`src/link_hs_pkg.sv`:
```
// Shared constants, types and register map for the link startup handshake block.
package link_hs_pkg;
  // ****************************************************************
  // Register map
  // ****************************************************************
  localparam logic [11:0] OFF_CTRL = 12'h000;
  localparam logic [11:0] OFF_STATUS = 12'h004;
  localparam logic [11:0] OFF_IRQ_STAT = 12'h008;
  localparam logic [11:0] OFF_IRQ_CLR = 12'h00C;
  localparam logic [11:0] OFF_IRQ_EN = 12'h010;
  localparam logic [4:0] CTRL_RESET = 5'h00;
  localparam int CTRL_FLAG_PAYLOAD = 0;
  localparam int CTRL_DIV_LO = 1;
  localparam int CTRL_DIV_HI = 2;
  localparam int CTRL_SOFT_RESET = 3;
  localparam int IRQ_LOCK_GAINED = 0;
  localparam int IRQ_LOCK_LOST = 1;
  localparam int IRQ_PEER_READY = 2;
  localparam int IRQ_ERROR_PAIR = 3;
  localparam int IRQ_BITS = 4;
  // ****************************************************************
  // Frame kinds and timing
  // ****************************************************************
  localparam logic [1:0] KIND_FILL0 = 2'h0;
  localparam logic [1:0] KIND_FILL1 = 2'h1;
  localparam logic [1:0] KIND_DATA = 2'h2;
  localparam logic [1:0] KIND_ERROR = 2'h3;
  localparam logic [7:0] CLEAN_FRAMES = 8'h80;
  localparam int SYNC_PINS = 6;
  typedef enum logic [1:0] {st_acquire, st_wait_peer, st_send_data} hs_state_t;
  typedef struct packed {
    logic [1:0] kind;
    logic flag;
  } rx_frame_t;
  typedef struct packed {
    logic send_payload;
    logic fill_one;
    logic flag;
  } tx_frame_t;
endpackage

```
`src/rate_tick_gen.sv`:
```
// Frame-rate enable divider selected by the two rate divider bits.
`timescale 1ns/100ps
`default_nettype none
module rate_tick_gen (
  input wire logic i_mclk,
  input wire logic i_rst_n,
  input wire logic [1:0] i_div_sel,
  output logic o_tick
);
  logic [2:0] cnt;
  logic [2:0] last;

  always_comb begin
    case (i_div_sel)
      2'h0: last = 3'h0;
      2'h1: last = 3'h1;
      2'h2: last = 3'h3;
      default: last = 3'h7;
    endcase
  end

  always_ff @(posedge i_mclk or negedge i_rst_n) begin
    if (!i_rst_n) begin
      cnt <= 3'h0;
    end else if (cnt >= last) begin
      cnt <= 3'h0;
    end else begin
      cnt <= cnt + 3'h1;
    end
  end

  assign o_tick = (cnt >= last);
endmodule // rate_tick_gen
`default_nettype wire

```
`src/flag_alternation.sv`:
```
// Transmit flag toggling and receive flag alternation check.
`timescale 1ns/100ps
`default_nettype none
module flag_alternation (
  input wire logic i_mclk,
  input wire logic i_rst_n,
  input wire logic i_tick,
  input wire logic i_check_on,
  input wire link_hs_pkg::rx_frame_t i_rx,
  output logic o_tx_flag,
  output logic o_flag_err
);
  logic expect_odd;

  // A data run must start even; any other frame restarts the pairing.
  always_ff @(posedge i_mclk or negedge i_rst_n) begin
    if (!i_rst_n) begin
      expect_odd <= 1'b0;
    end else if (i_tick) begin
      if (i_rx.kind == link_hs_pkg::KIND_DATA) begin
        expect_odd <= !expect_odd;
      end else begin
        expect_odd <= 1'b0;
      end
    end
  end

  always_ff @(posedge i_mclk or negedge i_rst_n) begin
    if (!i_rst_n) begin
      o_tx_flag <= 1'b0;
    end else if (i_tick) begin
      o_tx_flag <= i_check_on ? !o_tx_flag : 1'b0;
    end
  end

  assign o_flag_err = i_check_on && i_tick && (i_rx.kind == link_hs_pkg::KIND_DATA) &&
                      (i_rx.flag != expect_odd);
endmodule // flag_alternation
`default_nettype wire

```
`src/serial_link_startup_handshake.sv`:
```
// Link startup handshake controller with APB registers and interrupt.
`timescale 1ns/100ps
`default_nettype none
// Notes on behaviour
// - Transmit PLL lock releases handshake machine
// - Both status low: send fill zero; code sends fill_sel and permit pins, not status
// - Frame lock raises local lock outputs
// - Peer fill one raises peer ready
// - Payload permit retimed to host ready
// - Two errors or lost line drop lock
// - Frequency lock switches detector and input
// - Two errors return to reference hunt
// - Flag toggled and alternation checked
// - Change only after two matching frames
// - Hold initial state until 128 clean
// - Initial state disables interfaces, frequency mode
module serial_link_startup_handshake (
  input wire logic i_mclk,
  input wire logic i_rst_n,
  input wire logic i_psel,
  input wire logic i_penable,
  input wire logic i_pwrite,
  input wire logic [11:0] i_paddr,
  input wire logic [31:0] i_pwdata,
  output logic [31:0] o_prdata,
  output logic o_pready,
  output logic o_pslverr,
  input wire logic i_handshake_reset_a_n,
  input wire logic i_handshake_reset_b_n,
  input wire logic i_tx_pll_locked,
  input wire logic i_fill_pattern_select,
  input wire logic i_tx_payload_permit,
  input wire logic i_rx_signal_lost,
  input wire link_hs_pkg::rx_frame_t i_rx_frame,
  output link_hs_pkg::tx_frame_t o_tx_frame,
  output logic o_tx_pll_lock,
  output logic o_host_send_ok,
  output logic o_local_lock_status,
  output logic o_peer_ready_status,
  output logic o_freq_detector_off,
  output logic o_rx_active,
  output logic o_rx_input_data,
  output logic o_frame_tick,
  output logic o_irq
);
  // ****************************************************************
  // Pin synchronisers
  // ****************************************************************
  logic [link_hs_pkg::SYNC_PINS-1:0] pin_meta;
  logic [link_hs_pkg::SYNC_PINS-1:0] pin_sync;
  logic reset_a_ok;
  logic reset_b_ok;
  logic pll_locked;
  logic fill_sel;
  logic permit;
  logic line_lost;

  always_ff @(posedge i_mclk or negedge i_rst_n) begin
    if (!i_rst_n) begin
      pin_meta <= '0;
      pin_sync <= '0;
    end else begin
      pin_meta <= {i_rx_signal_lost, i_tx_payload_permit, i_fill_pattern_select,
                   i_tx_pll_locked, i_handshake_reset_b_n, i_handshake_reset_a_n};
      pin_sync <= pin_meta;
    end
  end

  assign reset_a_ok = pin_sync[0];
  assign reset_b_ok = pin_sync[1];
  assign pll_locked = pin_sync[2];
  assign fill_sel = pin_sync[3];
  assign permit = pin_sync[4];
  assign line_lost = pin_sync[5];

  // ****************************************************************
  // Registers
  // ****************************************************************
  logic [4:0] ctrl;
  logic [link_hs_pkg::IRQ_BITS-1:0] irq_stat;
  logic [link_hs_pkg::IRQ_BITS-1:0] irq_en;
  logic [link_hs_pkg::IRQ_BITS-1:0] irq_set;
  logic setup;
  logic wr_en;
  logic mapped;
  logic [31:0] next_rdata;
  link_hs_pkg::hs_state_t state;
  link_hs_pkg::hs_state_t next_state;

  assign setup = i_psel && !i_penable;
  assign wr_en = i_psel && i_penable && i_pwrite;
  assign o_pready = i_penable;
  assign mapped = (i_paddr == link_hs_pkg::OFF_CTRL) || (i_paddr == link_hs_pkg::OFF_STATUS) ||
                  (i_paddr == link_hs_pkg::OFF_IRQ_STAT) || (i_paddr == link_hs_pkg::OFF_IRQ_CLR) ||
                  (i_paddr == link_hs_pkg::OFF_IRQ_EN);
  assign o_pslverr = i_psel && i_penable && !mapped;

  always_ff @(posedge i_mclk or negedge i_rst_n) begin
    if (!i_rst_n) begin
      ctrl <= link_hs_pkg::CTRL_RESET;
    end else if (wr_en && i_paddr == link_hs_pkg::OFF_CTRL) begin
      ctrl <= {1'b0, i_pwdata[3:0]};
    end
  end

  always_ff @(posedge i_mclk or negedge i_rst_n) begin
    if (!i_rst_n) begin
      irq_en <= '0;
    end else if (wr_en && i_paddr == link_hs_pkg::OFF_IRQ_EN) begin
      irq_en <= i_pwdata[link_hs_pkg::IRQ_BITS-1:0];
    end
  end

  // A new event wins over a clear written in the same cycle.
  always_ff @(posedge i_mclk or negedge i_rst_n) begin
    if (!i_rst_n) begin
      irq_stat <= '0;
    end else if (wr_en && i_paddr == link_hs_pkg::OFF_IRQ_CLR) begin
      irq_stat <= (irq_stat & ~i_pwdata[link_hs_pkg::IRQ_BITS-1:0]) | irq_set;
    end else begin
      irq_stat <= irq_stat | irq_set;
    end
  end

  assign o_irq = |(irq_stat & irq_en);

  always_comb begin
    next_rdata = 32'h0000_0000;
    case (i_paddr)
      link_hs_pkg::OFF_CTRL: next_rdata[4:0] = ctrl;
      link_hs_pkg::OFF_STATUS: next_rdata[6:0] = {line_lost, pll_locked, o_host_send_ok,
                                                  o_peer_ready_status, o_local_lock_status, state};
      link_hs_pkg::OFF_IRQ_STAT: next_rdata[link_hs_pkg::IRQ_BITS-1:0] = irq_stat;
      link_hs_pkg::OFF_IRQ_EN: next_rdata[link_hs_pkg::IRQ_BITS-1:0] = irq_en;
      default: next_rdata = 32'h0000_0000;
    endcase
  end

  always_ff @(posedge i_mclk or negedge i_rst_n) begin
    if (!i_rst_n) begin
      o_prdata <= 32'h0000_0000;
    end else if (setup && !i_pwrite) begin
      o_prdata <= next_rdata;
    end
  end

  // ****************************************************************
  // Frame tick and flag handling
  // ****************************************************************
  logic tick;
  logic flag_err;
  logic tx_flag;

  rate_tick_gen u_tick (
    .i_mclk(i_mclk),
    .i_rst_n(i_rst_n),
    .i_div_sel(ctrl[link_hs_pkg::CTRL_DIV_HI:link_hs_pkg::CTRL_DIV_LO]),
    .o_tick(tick)
  );

  flag_alternation u_flag (
    .i_mclk(i_mclk),
    .i_rst_n(i_rst_n),
    .i_tick(tick),
    .i_check_on(!ctrl[link_hs_pkg::CTRL_FLAG_PAYLOAD]),
    .i_rx(i_rx_frame),
    .o_tx_flag(tx_flag),
    .o_flag_err(flag_err)
  );

  assign o_frame_tick = tick;

  // ****************************************************************
  // Handshake state machine
  // ****************************************************************
  logic hold;
  logic frame_err;
  logic err_prev;
  logic err_pair;
  logic [1:0] prev_kind;
  logic prev_valid;
  logic confirm;
  logic [7:0] clean_cnt;
  logic clean_done;

  // Without a locked transmitter the link is held in its initial state.
  assign hold = !reset_a_ok || !reset_b_ok || !pll_locked || ctrl[link_hs_pkg::CTRL_SOFT_RESET];
  assign frame_err = tick && ((i_rx_frame.kind == link_hs_pkg::KIND_ERROR) || flag_err);
  assign err_pair = frame_err && err_prev;
  assign confirm = tick && prev_valid && !frame_err && (i_rx_frame.kind == prev_kind);
  assign clean_done = (clean_cnt == link_hs_pkg::CLEAN_FRAMES);

  always_ff @(posedge i_mclk or negedge i_rst_n) begin
    if (!i_rst_n) begin
      err_prev <= 1'b0;
      prev_kind <= link_hs_pkg::KIND_FILL0;
      prev_valid <= 1'b0;
    end else if (tick) begin
      err_prev <= frame_err;
      prev_kind <= i_rx_frame.kind;
      prev_valid <= !frame_err;
    end
  end

  // The clean-frame timer keeps bit slips during acquisition from faking lock.
  always_ff @(posedge i_mclk or negedge i_rst_n) begin
    if (!i_rst_n) begin
      clean_cnt <= 8'h00;
    end else if (hold || err_pair || line_lost) begin
      clean_cnt <= 8'h00;
    end else if (tick && frame_err) begin
      clean_cnt <= 8'h00;
    end else if (tick && !clean_done) begin
      clean_cnt <= clean_cnt + 8'h01;
    end
  end

  always_comb begin
    next_state = state;
    case (state)
      link_hs_pkg::st_acquire: begin
        if (clean_done && confirm && (i_rx_frame.kind == link_hs_pkg::KIND_FILL0 ||
            i_rx_frame.kind == link_hs_pkg::KIND_FILL1)) begin
          next_state = link_hs_pkg::st_wait_peer;
        end
      end
      link_hs_pkg::st_wait_peer: begin
        if (confirm && i_rx_frame.kind == link_hs_pkg::KIND_FILL1) begin
          next_state = link_hs_pkg::st_send_data;
        end
      end
      link_hs_pkg::st_send_data: begin
        if (confirm && i_rx_frame.kind == link_hs_pkg::KIND_FILL0) begin
          next_state = link_hs_pkg::st_acquire;
        end
      end
      default: next_state = link_hs_pkg::st_acquire;
    endcase
    if (hold || err_pair || line_lost) begin
      next_state = link_hs_pkg::st_acquire;
    end
  end

  always_ff @(posedge i_mclk or negedge i_rst_n) begin
    if (!i_rst_n) begin
      state <= link_hs_pkg::st_acquire;
    end else begin
      state <= next_state;
    end
  end

  // ****************************************************************
  // Status outputs and transmitter control
  // ****************************************************************
  always_ff @(posedge i_mclk or negedge i_rst_n) begin
    if (!i_rst_n) begin
      o_local_lock_status <= 1'b0;
      o_peer_ready_status <= 1'b0;
    end else begin
      o_local_lock_status <= (next_state != link_hs_pkg::st_acquire);
      o_peer_ready_status <= (next_state == link_hs_pkg::st_send_data);
    end
  end

  // Detector off, receiver active and data input all follow local lock.
  assign o_freq_detector_off = o_local_lock_status;
  assign o_rx_active = o_local_lock_status;
  assign o_rx_input_data = o_local_lock_status;
  assign o_tx_pll_lock = pll_locked;

  // Permit is retimed to the frame tick so the host sees it on a frame boundary.
  always_ff @(posedge i_mclk or negedge i_rst_n) begin
    if (!i_rst_n) begin
      o_host_send_ok <= 1'b0;
    end else if (tick) begin
      o_host_send_ok <= permit && pll_locked;
    end
  end

  always_ff @(posedge i_mclk or negedge i_rst_n) begin
    if (!i_rst_n) begin
      o_tx_frame <= '0;
    end else if (tick) begin
      o_tx_frame.send_payload <= permit && pll_locked;
      o_tx_frame.fill_one <= fill_sel;
      o_tx_frame.flag <= tx_flag;
    end
  end

  assign irq_set[link_hs_pkg::IRQ_LOCK_GAINED] = (state == link_hs_pkg::st_acquire) &&
                                                 (next_state != link_hs_pkg::st_acquire);
  assign irq_set[link_hs_pkg::IRQ_LOCK_LOST] = (state != link_hs_pkg::st_acquire) &&
                                               (next_state == link_hs_pkg::st_acquire);
  assign irq_set[link_hs_pkg::IRQ_PEER_READY] = (state != link_hs_pkg::st_send_data) &&
                                                (next_state == link_hs_pkg::st_send_data);
  assign irq_set[link_hs_pkg::IRQ_ERROR_PAIR] = err_pair;
endmodule // serial_link_startup_handshake
`default_nettype wire

```
`config.mk`:
```
export PLATFORM = sky130hd
export DESIGN_NAME = serial_link_startup_handshake
export DESIGN_NICKNAME = d
export VERILOG_FILES = /design/src/link_hs_pkg.sv /design/src/rate_tick_gen.sv /design/src/flag_alternation.sv /design/src/serial_link_startup_handshake.sv
export SDC_FILE = /design/constraint.sdc
export NUM_CORES = 1
export LEC_CHECK = 0
export BUFFER_PORTS_ARGS = -buffer_cell sky130_fd_sc_hd__buf_2
export CELL_PAD_IN_SITES_DETAIL_PLACEMENT = 0
export CELL_PAD_IN_SITES_GLOBAL_PLACEMENT = 1
export CORE_UTILIZATION = 33
export DETAILED_ROUTE_END_ITERATION = 8
export GPL_TIMING_DRIVEN = 0
export PLACE_DENSITY_LB_ADDON = 0.1
export SLEW_MARGIN = 10
export SYNTH_ARGS = -nofsm -noshare
export SYNTH_HDL_FRONTEND = slang
export SYNTH_SLANG_ARGS = --single-unit
export TNS_END_PERCENT = 50
```
`constraint.sdc`:
```
create_clock -name i_mclk -period 2.2 [get_ports i_mclk]
set_input_delay 0.33 -clock i_mclk [delete_from_list [all_inputs] [get_ports i_mclk]]
set_output_delay 0.33 -clock i_mclk [all_outputs]
set_load 0.03 [all_outputs]
```
==> flow_summary.json <==
{
  "outcome": "finished, violations left",
  "violations": "negative setup slack",
  "cp_num_buf_inv": 5,
  "crit_type": "reg -> out",
  "cp.arrival_ns": 1.87,
  "start_util": 0.343,
  "die_x_um": 94.9,
  "cp_cell_sequence": "buf_6 -> buf_6 -> nand2_4 -> ha_4 -> a21oi_2 -> o21a_2 -> clkinv_4 -> buf_8 -> buf_6",
  "postLayoutCoreUtil": 0.434,
  "area_delta_synth_final_pct": 26.5,
  "synth-seq-cells": 55,
  "synth_edf_count": 0,
  "cts_tree": "done",
  "synthMuxAreaShare": 0.0378,
  "rsz0062_at_grt": "yes",
  "stdcell_area_um2": 3600,
  "numCtsBuffers": 5,
  "vdd_drop_max_mv": 0.425,
  "synth_adder_area_share": 0.0299,
  "drc": 0,
  "vias": 2231,
  "cts_root_buffer": "clkbuf_8",
  "cts_sinks": 55,
  "crit_path_end_kind": "output pin",
  "top_layer": "met4",
  "synthXorXnorAreaFrac": 0.0277,
  "holdWs_ns": 0.103,
  "grt_pass1_wl_um": 10200,
  "place_congestion": 0.718,
  "min_path_type": "in -> async",
  "p_per_area_nw_per_um2": 739,
  "io_pins": 104,
  "fin_ws_ns": -0.00481,
  "htreeDepth": 2,
  "wl_met3_um": 305,
  "cp_top_family": "buffers and inverters",
  "cts.path.max_buffers": 2,
  "leakage_uw": 0.00177,
  "setup_viol": 1,
  "dieHeight_um": 94.9,
  "cp-startpoint": "ctrl[2]$_DFFE_PN0P_",
  "wl_met2_um": 2870,
  "crit_required_ns": 1.87,
  "layout_common_cells": "dfrtp_1 (55), buf_2 (52), nand2_1 (46), buf_4 (38), conb_1 (25)",
  "reg2regPathDepth": 8,
  "avgSynthCellArea_um2": 9.99,
  "final_common_cell": "dfrtp_1",
  "synth-compound-area-share": 0.111,
  "clock_latency_ns": 0.31,
  "hold_viol": 0,
  "hold_buffers": 0,
  "synth-simple-area-share": 0.194,
  "synth_async_sr_flop_share": 1.00,
  "grt_util_all_layers": 0.145,
  "syn_inst": 285,
  "viasPerCell": 4.62,
  "dr.pass1.iters": 4,
  "relSlewSlack": 0.455,
  "max_stage_delay_ns": 0.42,
  "critical_path.max_fanout": 5,
  "min_period_ns": 2.20,
  "cp_slowest_cell": "dfrtp_1",
  "path_depth": 9,
  "timing.rr.start": "ctrl[2]$_DFFE_PN0P_",
  "power_uw": 2660,
  "io_buffers": 50,
  "ys_seq_area_frac": 0.484,
  "grt_overflow_total": 0,
  "synth_top_family_by_area": "simple AND/OR/NAND/NOR gates",
  "fin_crit_sh": 1.00,
  "wire_per_inst_um": 12.8,
  "wl_met1_um": 2960,
  "drt_wl_total_um": 6190,
  "rrSetupSlack_ns": 0.01,
  "max_freq_ghz": 0.454,
  "clk_pin_slew_worst_paths_ns": 0.10,
  "slew_violations": 0,
  "fp-row-count": 33,
  "dp_hpwl_um": 4500,
  "ant_nets": 0,
  "critical_path.reg2reg.endpoint": "irq_stat[0]$_DFF_PN0_",
  "finalNetCount": 441,
  "tightest_slew_ns": 0.818,
  "fin_worst_skew_ns": 0.00771,
  "netlist_area_um2": 2850,
  "ys.flop_type": "dfrtp_1",
  "antenna_found_initial": 0,
  "endpoint": "o_frame_tick",
  "ys_types": 53,
  "cp-start-kind": "register",
  "ys_warn_count": 0,
  "drtIter0Drc": 47,
  "diodes": 0,
  "cap_violations": 0,
  "grt_pass1_vias": 2055,
  "drive_above_1_share": 0.347,
  "design.die.area_um2": 9000,
  "place_area_um2": 3350,
  "core_um2": 8300,
  "cpMostUsedCell": "buf_6",
  "grt_max_degree": 35,
  "place_ws_ns": -0.224
}
state kept, by name (all words and copies together) (netlist names), 3 cells and up:
register and cells:
o_tx_frame 3, u_tick.cnt 3, pin_meta 6, ctrl 4, pin_sync 6, o_prdata 7
irq_en 4, irq_stat 4, clean_cnt 8
final cells by class:
type / count / area [um^2]
buffer: 40 / 307
sequential: 55 / 1380
multi-input combinational: 206 / 1290
timing repair buffer: 61 / 367
tap: 105 / 131
inverter: 8 / 35.0
clock buffer: 5 / 68.8
clock inverter: 3 / 22.5
fill: 865 / 4700
metal layers:
metal	track usage	vias to the layer above
met2	0.233	64
met3	0.0266	5
met1	0.200	1043
met4	0.0417	0
li1	-	1119
met5	0	-
kinds of logic after synthesis:
group | count (synthesis)
buf+inv | 48
simple gates | 110
compound gates | 45
fa+ha+maj | 7
xor+xnor | 9
mux | 10
flops | 55
other cells | 1
worst min-delay path by stage:
stage / endpoint / depth (start not counted) / slack [ns]
2_1_floorplan: clean_cnt[0]$_DFFE_PN0P_ / 0 / 0.03
3_3_place_gp: pin_sync[4]$_DFF_PN0_ / 0 / 0.33
3_5_place_dp: pin_sync[4]$_DFF_PN0_ / 0 / 0.34
4_1_cts: pin_meta[4]$_DFF_PN0_ / 1 / 0.10
5_1_grt: pin_meta[3]$_DFF_PN0_ / 1 / 0.09
6_report: pin_meta[0]$_DFF_PN0_ / 1 / 0.10
cells in the mapped netlist, types with 2 or more instances:
master / number / area (um^2)
buf_2: 4 / 20.0
ha_1: 6 / 75.1
inv_1: 7 / 26.3
mux2_2: 6 / 67.6
a21o_1: 3 / 22.5
clkbuf_8: 2 / 27.5
nand3_1: 9 / 45.0
buf_4: 30 / 225
clkbuf_1: 3 / 11.3
nor4_4: 2 / 42.5
o31ai_1: 2 / 15.0
a21oi_1: 6 / 30.0
nand2_1: 47 / 176
dfrtp_1: 55 / 1380
nor4b_1: 2 / 17.5
nor4_1: 2 / 12.5
nor2_1: 19 / 71.3
mux2i_1: 4 / 40.0
o21ai_1: 5 / 25.0
nand4_1: 6 / 37.5
xnor2_1: 3 / 26.3
o21ai_0: 10 / 50.1
and3_1: 2 / 12.5
a22oi_1: 6 / 45.0
xor2_1: 6 / 52.6
nor3_1: 11 / 55.1
worst reg2reg max path, stage by stage, from the launching register on:
cell     delay, ns
dfrtp_1       0.42
or2_4         0.27
ha_4          0.26
nor2b_1       0.03
o21a_2        0.24
buf_4         0.18
o31ai_4       0.37
nor3_2        0.09
a31o_2        0.25
timing repair:
| item | 4_1_cts | 5_1_grt |
|---|---|---|
| pin swaps | 2 | 6 |
| resized for setup | 8 | 13 |
| cloned | 0 | 0 |
| setup buffers | 3 | 7 |
| endpoints found under the setup margin | 12 | 10 |
where the power goes:
| part | switching [uW] | internal [uW] | leakage, uW |
|---|---|---|---|
| registers | 73.8 | 1110 | 0.000712 |
| clock network | 341 | 229 | 0.0000485 |
| logic | 540 | 366 | 0.00101 |
| total | 954 | 1710 | 0.00177 |
stage by stage:
| stage | instances | setup TNS (ns) |
|---|---|---|
| 6_report | 483 | -0.00481 |
| 5_1_grt | 483 | -0.236 |
| 4_1_cts | 476 | -0.113 |
| 3_5_place_dp | 465 | -1.79 |
| 3_3_place_gp | 464 | -2.24 |
| 2_1_floorplan | 309 | 0 |
Power figures use the tool's default switching activity.
